==> config.mk <==
export PLATFORM = sky130hd
export DESIGN_NAME = multifunction_pin_mux
export DESIGN_NICKNAME = d
export VERILOG_FILES = /design/src/logic/multifunction_pin_mux.v
export VERILOG_INCLUDE_DIRS = /design/src /design/src/logic
export SDC_FILE = /design/constraint.sdc
export NUM_CORES = 1
export LEC_CHECK = 0
export ABC_CLOCK_PERIOD_IN_PS = 1480
export BUFFER_PORTS_ARGS = -buffer_cell sky130_fd_sc_hd__clkbuf_2
export CAP_MARGIN = 20
export CORE_MARGIN = 8
export CORE_UTILIZATION = 41
export DETAILED_ROUTE_END_ITERATION = 7
export PLACE_DENSITY = 0.78
export SKIP_LAST_GASP = 1
export SLEW_MARGIN = 0
export SYNTH_ARGS = -nofsm -noshare
export SYNTH_HDL_FRONTEND = slang
export SYNTH_SLANG_ARGS = --single-unit
export TNS_END_PERCENT = 1
==> constraint.sdc <==
create_clock -name pclk -period 1.48 [get_ports pclk]
set_input_delay 0.074 -clock pclk [delete_from_list [all_inputs] [get_ports pclk]]
set_output_delay 0.074 -clock pclk [all_outputs]
set_load 0.01 [all_outputs]
==> src/logic/pin_mux_consts.vh <==
// constants for the multifunction pin multiplexer
`ifndef PIN_MUX_CONSTS_VH
`define PIN_MUX_CONSTS_VH

// ==========================================
// register indices (byte address is four times the index)
`define RSVD_A_IDX      8'h32
`define RSVD_B_IDX      8'h33
`define GEN_CTRL_IDX    8'h34
`define DOUT_CTRL_IDX   8'h35
`define DIN_CTRL_IDX    8'h36
`define ADDR_LSB        2

// ==========================================
// general pin control fields
`define GEN_FN_HI       5
`define GEN_FN_LO       2
`define GEN_STAT_BIT    1
`define GEN_LVL_BIT     0
`define GEN_FN_RST      4'h0
`define GEN_LVL_RST     1'h0

// general pin function codes
`define GEN_OFF         4'h0
`define GEN_ROUTE_IN    4'h1
`define GEN_GP_IN       4'h2
`define GEN_GP_OUT      4'h3
`define GEN_CLOCK_OUTPUT      4'h4
`define GEN_INT_A       4'h5
`define GEN_INT_B       4'h6
`define GEN_REC_WCLK    4'h7
`define GEN_SEC_BCLK    4'h8
`define GEN_SEC_WCLK    4'h9
`define GEN_DMIC_CLK    4'ha

// ==========================================
// data-out pin control fields
`define DOUT_KEEP_BIT   4
`define DOUT_FN_HI      3
`define DOUT_FN_LO      1
`define DOUT_LVL_BIT    0
`define DOUT_KEEP_RST   1'h1
`define DOUT_FN_RST     3'h1
`define DOUT_LVL_RST    1'h0

// data-out pin function codes
`define DOUT_OFF        3'h0
`define DOUT_PRIMARY    3'h1
`define DOUT_GP_OUT     3'h2
`define DOUT_CLOCK_OUTPUT     3'h3
`define DOUT_INT_A      3'h4
`define DOUT_INT_B      3'h5
`define DOUT_SEC_BCLK   3'h6
`define DOUT_SEC_WCLK   3'h7

// ==========================================
// data-in pin control fields
`define DIN_FN_HI       2
`define DIN_FN_LO       1
`define DIN_STAT_BIT    0
`define DIN_FN_RST      2'h1

// data-in pin function codes
`define DIN_OFF         2'h0
`define DIN_ROUTE_IN    2'h1
`define DIN_GP_IN       2'h2

`endif

==> src/logic/multifunction_pin_mux.v <==
// multifunction pin multiplexer with apb register access
`timescale 1ns/1ps
`include "pin_mux_consts.vh"

// ==========================================

module multifunction_pin_mux (
	// apb slave
	input  wire        pclk,
	input  wire        presetn,
	input  wire        psel,
	input  wire        penable,
	input  wire        pwrite,
	input  wire [11:0] paddr,
	input  wire [31:0] pwdata,
	output reg  [31:0] prdata,
	output wire        pready,
	output wire        pslverr,
	// internal sources routed out to the pins
	input  wire        clock_output,
	input  wire        interrupt_out_a,
	input  wire        interrupt_out_b,
	input  wire        rec_word_clk,
	input  wire        sec_bit_clk,
	input  wire        sec_word_clk,
	input  wire        dmic_clk,
	input  wire        primary_data_out,
	// general pin
	input  wire        multi_pin_five_i,
	output reg         multi_pin_five_o,
	output reg         multi_pin_five_oe,
	output wire        multi_pin_five_ie,
	output wire        multi_pin_five_route,
	// data-out pin
	output reg         multi_pin_two_o,
	output reg         multi_pin_two_oe,
	output wire        multi_pin_two_keep_en,
	// data-in pin
	input  wire        multi_pin_one_i,
	output wire        multi_pin_one_ie,
	output wire        multi_pin_one_route
);

	// ==========================================
	// helpers

	// register index from the byte address; misaligned words miss every register
	function hit;
		input [11:0] addr;
		input [7:0]  idx;
		begin
			hit = (addr[1:0] == 2'h0) && (addr[11:`ADDR_LSB] == {2'h0, idx});
		end
	endfunction

	function known;
		input [11:0] addr;
		begin
			known = hit(addr, `RSVD_A_IDX) || hit(addr, `RSVD_B_IDX) ||
				hit(addr, `GEN_CTRL_IDX) || hit(addr, `DOUT_CTRL_IDX) ||
				hit(addr, `DIN_CTRL_IDX);
		end
	endfunction

	// general pin decodes, shared by the input buffer, the route and the status flop
	function gen_is_route;
		input [3:0] fn;
		begin
			gen_is_route = (fn == `GEN_ROUTE_IN);
		end
	endfunction

	function gen_is_gp_in;
		input [3:0] fn;
		begin
			gen_is_gp_in = (fn == `GEN_GP_IN);
		end
	endfunction

	function gen_in_on;
		input [3:0] fn;
		begin
			gen_in_on = gen_is_route(fn) || gen_is_gp_in(fn);
		end
	endfunction

	// data-in decodes; the unused code 11 falls out as off
	function din_is_route;
		input [1:0] fn;
		begin
			din_is_route = (fn == `DIN_ROUTE_IN);
		end
	endfunction

	function din_is_gp_in;
		input [1:0] fn;
		begin
			din_is_gp_in = (fn == `DIN_GP_IN);
		end
	endfunction

	function din_in_on;
		input [1:0] fn;
		begin
			din_in_on = din_is_route(fn) || din_is_gp_in(fn);
		end
	endfunction

	// read images: reserved bits are built as zero, never stored
	function [7:0] gen_image;
		input [3:0] fn;
		input       samp;
		input       lvl;
		begin
			gen_image = 8'h00;
			gen_image[`GEN_FN_HI:`GEN_FN_LO] = fn;
			gen_image[`GEN_STAT_BIT] = samp;
			gen_image[`GEN_LVL_BIT] = lvl;
		end
	endfunction

	function [7:0] dout_image;
		input       keep;
		input [2:0] fn;
		input       lvl;
		begin
			dout_image = 8'h00;
			dout_image[`DOUT_KEEP_BIT] = keep;
			dout_image[`DOUT_FN_HI:`DOUT_FN_LO] = fn;
			dout_image[`DOUT_LVL_BIT] = lvl;
		end
	endfunction

	function [7:0] din_image;
		input [1:0] fn;
		input       samp;
		begin
			din_image = 8'h00;
			din_image[`DIN_FN_HI:`DIN_FN_LO] = fn;
			din_image[`DIN_STAT_BIT] = samp;
		end
	endfunction

	// ==========================================
	// control state

	reg  [3:0] gen_fn_r;
	reg        gen_lvl_r;
	reg        gen_samp_r;
	reg        dout_keep_r;
	reg  [2:0] dout_fn_r;
	reg        dout_lvl_r;
	reg  [1:0] din_fn_r;
	reg        din_samp_r;
	reg  [7:0] gen_rd;
	reg  [7:0] dout_rd;
	reg  [7:0] din_rd;
	reg  [7:0] rd_nxt;

	wire setup;
	wire wr_en;

	assign setup   = psel && !penable;
	assign wr_en   = psel && penable && pwrite;
	// zero wait states: read data is already latched at setup
	assign pready  = 1'b1;
	assign pslverr = psel && penable && !known(paddr);

	// ==========================================
	// register writes
	always @(posedge pclk or negedge presetn) begin
		if (!presetn) begin
			gen_fn_r    <= `GEN_FN_RST;
			gen_lvl_r   <= `GEN_LVL_RST;
			dout_keep_r <= `DOUT_KEEP_RST;
			dout_fn_r   <= `DOUT_FN_RST;
			dout_lvl_r  <= `DOUT_LVL_RST;
			din_fn_r    <= `DIN_FN_RST;
		end else if (wr_en) begin
			// reserved fields and registers take no write
			if (hit(paddr, `GEN_CTRL_IDX)) begin
				gen_fn_r  <= pwdata[`GEN_FN_HI:`GEN_FN_LO];
				gen_lvl_r <= pwdata[`GEN_LVL_BIT];
			end
			if (hit(paddr, `DOUT_CTRL_IDX)) begin
				dout_keep_r <= pwdata[`DOUT_KEEP_BIT];
				dout_fn_r   <= pwdata[`DOUT_FN_HI:`DOUT_FN_LO];
				dout_lvl_r  <= pwdata[`DOUT_LVL_BIT];
			end
			if (hit(paddr, `DIN_CTRL_IDX)) begin
				din_fn_r <= pwdata[`DIN_FN_HI:`DIN_FN_LO];
			end
		end
	end

	// ==========================================
	// input pin sampling
	// a disabled input buffer reads back as zero rather than a floating level
	always @(posedge pclk or negedge presetn) begin
		if (!presetn) begin
			gen_samp_r <= 1'b0;
			din_samp_r <= 1'b0;
		end else begin
			gen_samp_r <= multi_pin_five_i && gen_is_gp_in(gen_fn_r);
			din_samp_r <= multi_pin_one_i && din_is_gp_in(din_fn_r);
		end
	end

	// ==========================================
	// read path
	always @* begin
		gen_rd = gen_image(gen_fn_r, gen_samp_r, gen_lvl_r);
		dout_rd = dout_image(dout_keep_r, dout_fn_r, dout_lvl_r);
		din_rd = din_image(din_fn_r, din_samp_r);
		rd_nxt = 8'h00;
		if (hit(paddr, `GEN_CTRL_IDX)) begin
			rd_nxt = gen_rd;
		end
		if (hit(paddr, `DOUT_CTRL_IDX)) begin
			rd_nxt = dout_rd;
		end
		if (hit(paddr, `DIN_CTRL_IDX)) begin
			rd_nxt = din_rd;
		end
	end

	always @(posedge pclk or negedge presetn) begin
		if (!presetn) begin
			prdata <= 32'h0000_0000;
		end else if (setup) begin
			prdata <= {24'h00_0000, rd_nxt};
		end
	end

	// ==========================================
	// general pin mux
	// reserved codes leave the pin off so a stray value cannot contend
	always @* begin
		multi_pin_five_o  = 1'b0;
		multi_pin_five_oe = 1'b1;
		case (gen_fn_r)
			`GEN_GP_OUT: begin
				multi_pin_five_o = gen_lvl_r;
			end
			`GEN_CLOCK_OUTPUT: begin
				multi_pin_five_o = clock_output;
			end
			`GEN_INT_A: begin
				multi_pin_five_o = interrupt_out_a;
			end
			`GEN_INT_B: begin
				multi_pin_five_o = interrupt_out_b;
			end
			`GEN_REC_WCLK: begin
				multi_pin_five_o = rec_word_clk;
			end
			`GEN_SEC_BCLK: begin
				multi_pin_five_o = sec_bit_clk;
			end
			`GEN_SEC_WCLK: begin
				multi_pin_five_o = sec_word_clk;
			end
			`GEN_DMIC_CLK: begin
				multi_pin_five_o = dmic_clk;
			end
			default: begin
				// off, input codes and the unused 1011..1111
				multi_pin_five_oe = 1'b0;
			end
		endcase
	end

	assign multi_pin_five_ie = gen_in_on(gen_fn_r);
	assign multi_pin_five_route = multi_pin_five_i && gen_is_route(gen_fn_r);

	// ==========================================
	// data-out pin mux
	always @* begin
		multi_pin_two_o  = 1'b0;
		multi_pin_two_oe = 1'b1;
		case (dout_fn_r)
			`DOUT_PRIMARY: begin
				multi_pin_two_o = primary_data_out;
			end
			`DOUT_GP_OUT: begin
				multi_pin_two_o = dout_lvl_r;
			end
			`DOUT_CLOCK_OUTPUT: begin
				multi_pin_two_o = clock_output;
			end
			`DOUT_INT_A: begin
				multi_pin_two_o = interrupt_out_a;
			end
			`DOUT_INT_B: begin
				multi_pin_two_o = interrupt_out_b;
			end
			`DOUT_SEC_BCLK: begin
				multi_pin_two_o = sec_bit_clk;
			end
			`DOUT_SEC_WCLK: begin
				multi_pin_two_o = sec_word_clk;
			end
			default: begin
				multi_pin_two_oe = 1'b0;
			end
		endcase
	end

	// keeper is enabled while the keep bit is clear, whether or not the pin is driven
	assign multi_pin_two_keep_en = !dout_keep_r;

	// ==========================================
	// data-in pin
	// code 11 is treated as off: the buffer stays closed
	assign multi_pin_one_ie = din_in_on(din_fn_r);
	assign multi_pin_one_route = multi_pin_one_i && din_is_route(din_fn_r);

endmodule // multifunction_pin_mux

Word level (Yosys, flattened, before mapping)
Index checks and enable logic that the tools add are counted.
{"block": "totals", "ff_bits": 22, "in_bits": 59, "output_inout_bits": 43, "wordCells": 68}
{"block": "op_classes", "n_eq_ne": 24, "n_mux": 7, "reduce_logical": 28}
{"op": "== test 10 x 6 -> 1 bit, second input constant", "count": 5}
{"op": "== test 4 x 3 -> 1 bit, second input constant", "count": 4}
{"op": "two-way mux 8 bit", "count": 2}
{"op": "logical AND 1 bit", "count": 13}
{"op": "== test 3 bit, second input constant", "count": 4}
{"op": "== test 4 bit, second input constant", "count": 3}
{"op": "== test 4 x 2 -> 1 bit, second input constant", "count": 2}
{"op": "case mux 1 bit (8 select lines)", "count": 1}
{"op": "OR reduction 8 bit", "count": 1}
{"op": "case mux 1 bit (7 select lines)", "count": 1}
{"op": "OR reduction 7 bit", "count": 1}
{"op": "== test 3 x 2 -> 1 bit, second input constant", "count": 2}
{"op": "logical OR 1 bit", "count": 6}
{"op": "two-way mux 6 bit", "count": 1}
{"op": "AND reduction 2 bit", "count": 3}
{"op": "== test 4 x 1 -> 1 bit, second input constant", "count": 1}
{"op": "== test 3 x 1 -> 1 bit, second input constant", "count": 1}
{"op": "zero test 1 bit", "count": 3}
{"op": "== test 2 x 1 -> 1 bit, second input constant", "count": 1}
{"op": "== test 2 bit, second input constant", "count": 1}
{"op": "zero test 2 bit", "count": 1}
{"op": "two-way mux 1 bit", "count": 2}

Depth between registers and ports, before layout
{"block": "logic_depth", "ltp_word": 8, "mapped_depth": 5, "depth_no_buf": 4}

Worst setup path before layout
Ideal clock, no wire load.
{"block": "synth_timing", "path_kind": "register to output", "from": "register dout_fn_r[0]", "to": "output multi_pin_two_o", "t_arrival_ps": 1260, "required_ps": 1406, "setup_slack_ps": 146, "path_stages_with_launch": 3, "n_path_buf": 0, "cell_sequence": "dfstp_2 mux4_2 a21o_1"}
{"block": "synth_between", "elab_chain_cells": 2, "elab_cells_between_ends": 8, "classes_between": "eq/ne (7); mux (1)"}
{"item": "from (decl)", "line": "multifunction_pin_mux.v:151", "text": "reg [2:0] dout_fn_r;"}
{"item": "from (signal assigned)", "line": "multifunction_pin_mux.v:176", "text": "dout_fn_r <= `DOUT_FN_RST;"}
{"item": "from (signal assigned)", "line": "multifunction_pin_mux.v:187", "text": "dout_fn_r <= pwdata[`DOUT_FN_HI:`DOUT_FN_LO];"}
{"item": "== test 3 bit, or another cell as far along", "line": "multifunction_pin_mux.v:281", "text": "case (dout_fn_r)"}
{"item": "case mux 1 bit (7 select lines) (*)", "line": "multifunction_pin_mux.v:281"}
{"item": "to (decl)", "line": "multifunction_pin_mux.v:35", "text": "output reg multi_pin_two_o,"}
Mark *: on every way between the ends. The rest lies on a longest branch, timed or not.

Worst setup path in the final report
Ends and elaborated chain as after synthesis.

==> results.toml <==
[status]
status = "finished, violations left"
violations = "negative setup slack"

[pwr]
p_int_mw = 0.757
power_density_nw_per_um2 = 583
p_seq_share_pct = 54.4
switching_share_pct = 24.8
combPwrFrac_pct = 14.9
clkPwrFrac_pct = 30.7
ir_worst_vdd_v = 0.000561
power_switching_mw = 0.249
leakagePower_nw = 0.905

[synth]
synthTopCellsByArea = "dfrtp_1 (29%), buf_4 (14%), mux2_2 (6.2%), dfstp_2 (5.4%), mux2_4 (5.2%)"
yosysUniqueCellTypes = 41
yosysMostFrequentCell = "buf_4"
ys_ff_latch = 20
netlist.area_leader.share_pct = 29.3
synth.avg_cell_area_sq_um = 10.2
yosys-top-cells-count = "buf_4 (27), dfrtp_1 (17), nand2_1 (10), mux2_2 (8), o21ai_0 (8)"
ys.flop_type = "dfrtp_1"
yosysTopAreaCell = "dfrtp_1"
yosysWarnings = 0
syn_inst = 143
synth_edf_count = 0
yosysSeqAreaShare_pct = 34.7
async_flop_share_pct = 100
synth_area_sq_um = 1450

[floorplan]
ios = 102
die_area_sq_um = 5700
num_rows = 21
chipWidth_um = 75.5
die_h_um = 75.5
coreArea_sq_um = 3360
start_util_pct = 43.2

[clock_tree]
cts.clk_slew.worst_paths_ps = 100
postCtsResizedCells = 0
h-tree-depth = 1
cts_tree = "yes"
clockBufferDepth = 2
numCtsBuffers = 3
cts.sinks = 20
clkLatencyLatePin_ps = 300
cts-root-buf = "clkbuf_4"

[setup_path]
start_kind = "flip-flop"
cp-end-kind = "output port"
worstPathRequired_ps = 1410
critPathArrivalTime_ps = 1640
cp_max_fo = 2
crit_type = "flip-flop to output port"

[placement]
portBuffers = 48
dp_cells = 235
hpwlAfterDp_um = 2650
placed_area_sq_um = 1650
place.gp.congestion = 0.808

[hold_path]
min_path_type = "input port to flip-flop"

[timing]
grt_setup_unrepaired = "true"
worst_slack_ps = -236
clock_skew_ps = 7.57
hold_viol = 0
max_freq_mhz = 583
min_period_ps = 1720
setup_viol = 2
slew_violations = 0
min_period_over_period_pct = 116

[routing]
firstDrtPassIters = 3
drtAntennaViolNets = 0
vias = 1094
drc = 0
wl_per_cell_um = 12.7
vias_per_cell = 4.50
routed_wl_um = 3090
drt_iter0_markers = 10

[final_layout]
num-fill-cells = 344
design_area_sq_um = 1730
final_cells = 243
area_delta_synth_final_pct = 18.9
num-nets-final = 259
drive_above_1_share_pct = 40.1
antenna_cells = 0

[grt]
grt_pass1_vias = 1077
grt_overflow_total = 0
antenna_found_initial = 0
grt_max_degree = 21
track_usage_pct = 10.7
grt_pass1_wl_um = 4800

[run]
maxCapViolCount = 0
[layout by cell type, fill, tap and decap left out, drive strengths merged]
| cell type | Yosys | final |
|---|---|---|
| a211oi | 1 | 1 |
| a21o | 1 | 1 |
| a21oi | 6 | 6 |
| a22oi | 1 | 1 |
| a31oi | 1 | 1 |
| and2 | 2 | 2 |
| and3 | 2 | 2 |
| and4b | 2 | 2 |
| buf | 30 | 5 |
| clkbuf | 2 | 52 |
| conb | 2 | 27 |
| dfrtp | 17 | 17 |
| dfstp | 3 | 3 |
| dlygate4sd3 | 0 | 4 |
| ha | 2 | 2 |
| inv | 4 | 4 |
| mux2 | 14 | 14 |
| mux2i | 7 | 7 |
| mux4 | 1 | 1 |
| nand2 | 10 | 10 |
| nand2b | 4 | 4 |
| nand3 | 2 | 2 |
| nand3b | 1 | 1 |
| nand4 | 1 | 1 |
| nand4bb | 1 | 1 |
| nor2 | 4 | 4 |
| nor2b | 1 | 1 |
| nor3 | 3 | 3 |
| nor3b | 2 | 2 |
| nor4 | 3 | 3 |
| nor4b | 1 | 1 |
| o2111ai | 1 | 1 |
| o21ai | 8 | 8 |
| or3 | 1 | 1 |
| xnor2 | 2 | 2 |
[layout make-up]
type / instances / area [sq um] / share of cell area, %
Sequential cell: 20 / 504 / 29.2
Multi-Input combinational cell: 112 / 796 / 46.1
Clock buffer: 4 / 36.3 / 2.10
Inverter: 4 / 15.0 / 0.870
Tap cell: 46 / 57.6 / 3.33
Timing Repair Buffer: 57 / 318 / 18.4
[per-layer routing]
layer / global-route usage, % / routed length, um
met5: 0 / 0
met4: 0.640 / 0
met3: 3.55 / 231
met2: 19.8 / 1640
met1: 12.1 / 1220
[logic make-up after synthesis]
logic type | Yosys count | share of synthesized area, %
adder cells (fa/ha/maj) | 2 | 1.72
AND/OR/NAND/NOR | 40 | 18.9
other | 2 | 0.517
buffers and inverters | 36 | 17.0
AO/OA/AOI/OAI | 19 | 7.41
XOR/XNOR | 2 | 1.21
multiplexers | 22 | 18.5
flip-flops | 20 | 34.7
[registers in the layout (all words and copies together) (netlist names)]
register         count
dout_fn_r            3
dout_image.keep      1
gen_image.lvl        1
prdata               6
din_fn_r             2
gen_image.samp       1
dout_image.lvl       1
gen_fn_r             4
din_image.samp       1
[timing repair]
| action | in CTS | in global routing |
|---|---|---|
| hold buffers | 4 | 0 |
| endpoints found under the hold margin | 20 | 0 |
| pin swaps | 1 | 0 |
| endpoints found under the setup margin | 3 | 6 |
| setup buffers | 0 | 0 |
[stage by stage]
step | setup WS, ps | power, mW | hold WS (ps) | setup TNS (ps) | utilization [%]
finish | -236 | 1.01 | 8.27 | -316 | 51.3
global route | -301 | 1.06 | 13.8 | -666 | 51.3
CTS | -250 | 1.02 | 4.70 | -341 | 51.3
detailed placement | 61.6 | 0.698 | 56.8 | 0 | 49.1
global placement | 66.2 | 0.696 | 48.0 | 0 | 49.1
floorplan | 146 | 0.677 | -222 | 0 | -
[power groups by stage]
stage / Combinational, mW / Sequential, mW / Clock, mW
floorplan: 0.119 / 0.558 / 0
global placement: 0.138 / 0.558 / 0
detailed placement: 0.140 / 0.558 / 0
CTS: 0.149 / 0.548 / 0.319
global route: 0.168 / 0.548 / 0.341
finish: 0.150 / 0.548 / 0.309
[critical path: stages (launching register included)]
cell and delay, ps:
dfstp_2 560, mux4_2 490, a21o_1 170, clkbuf_2 120
[worst paths after layout]
check	from	endpoint	slack, ps	depth (start not counted)
max	dout_fn_r[0]	multi_pin_two_o	-240	3
min	pwdata[1]	dout_fn_r[0]	8	2
max reg2reg	dout_fn_r[0]	prdata[1]	320	5
min reg2reg	prdata[3]	prdata[3]	490	2
max in group asynchronous	presetn	din_fn_r[0]	870	2
min in group asynchronous	presetn	gen_image.samp	250	2
No activity file was read; power rests on OpenSTA's default activity.
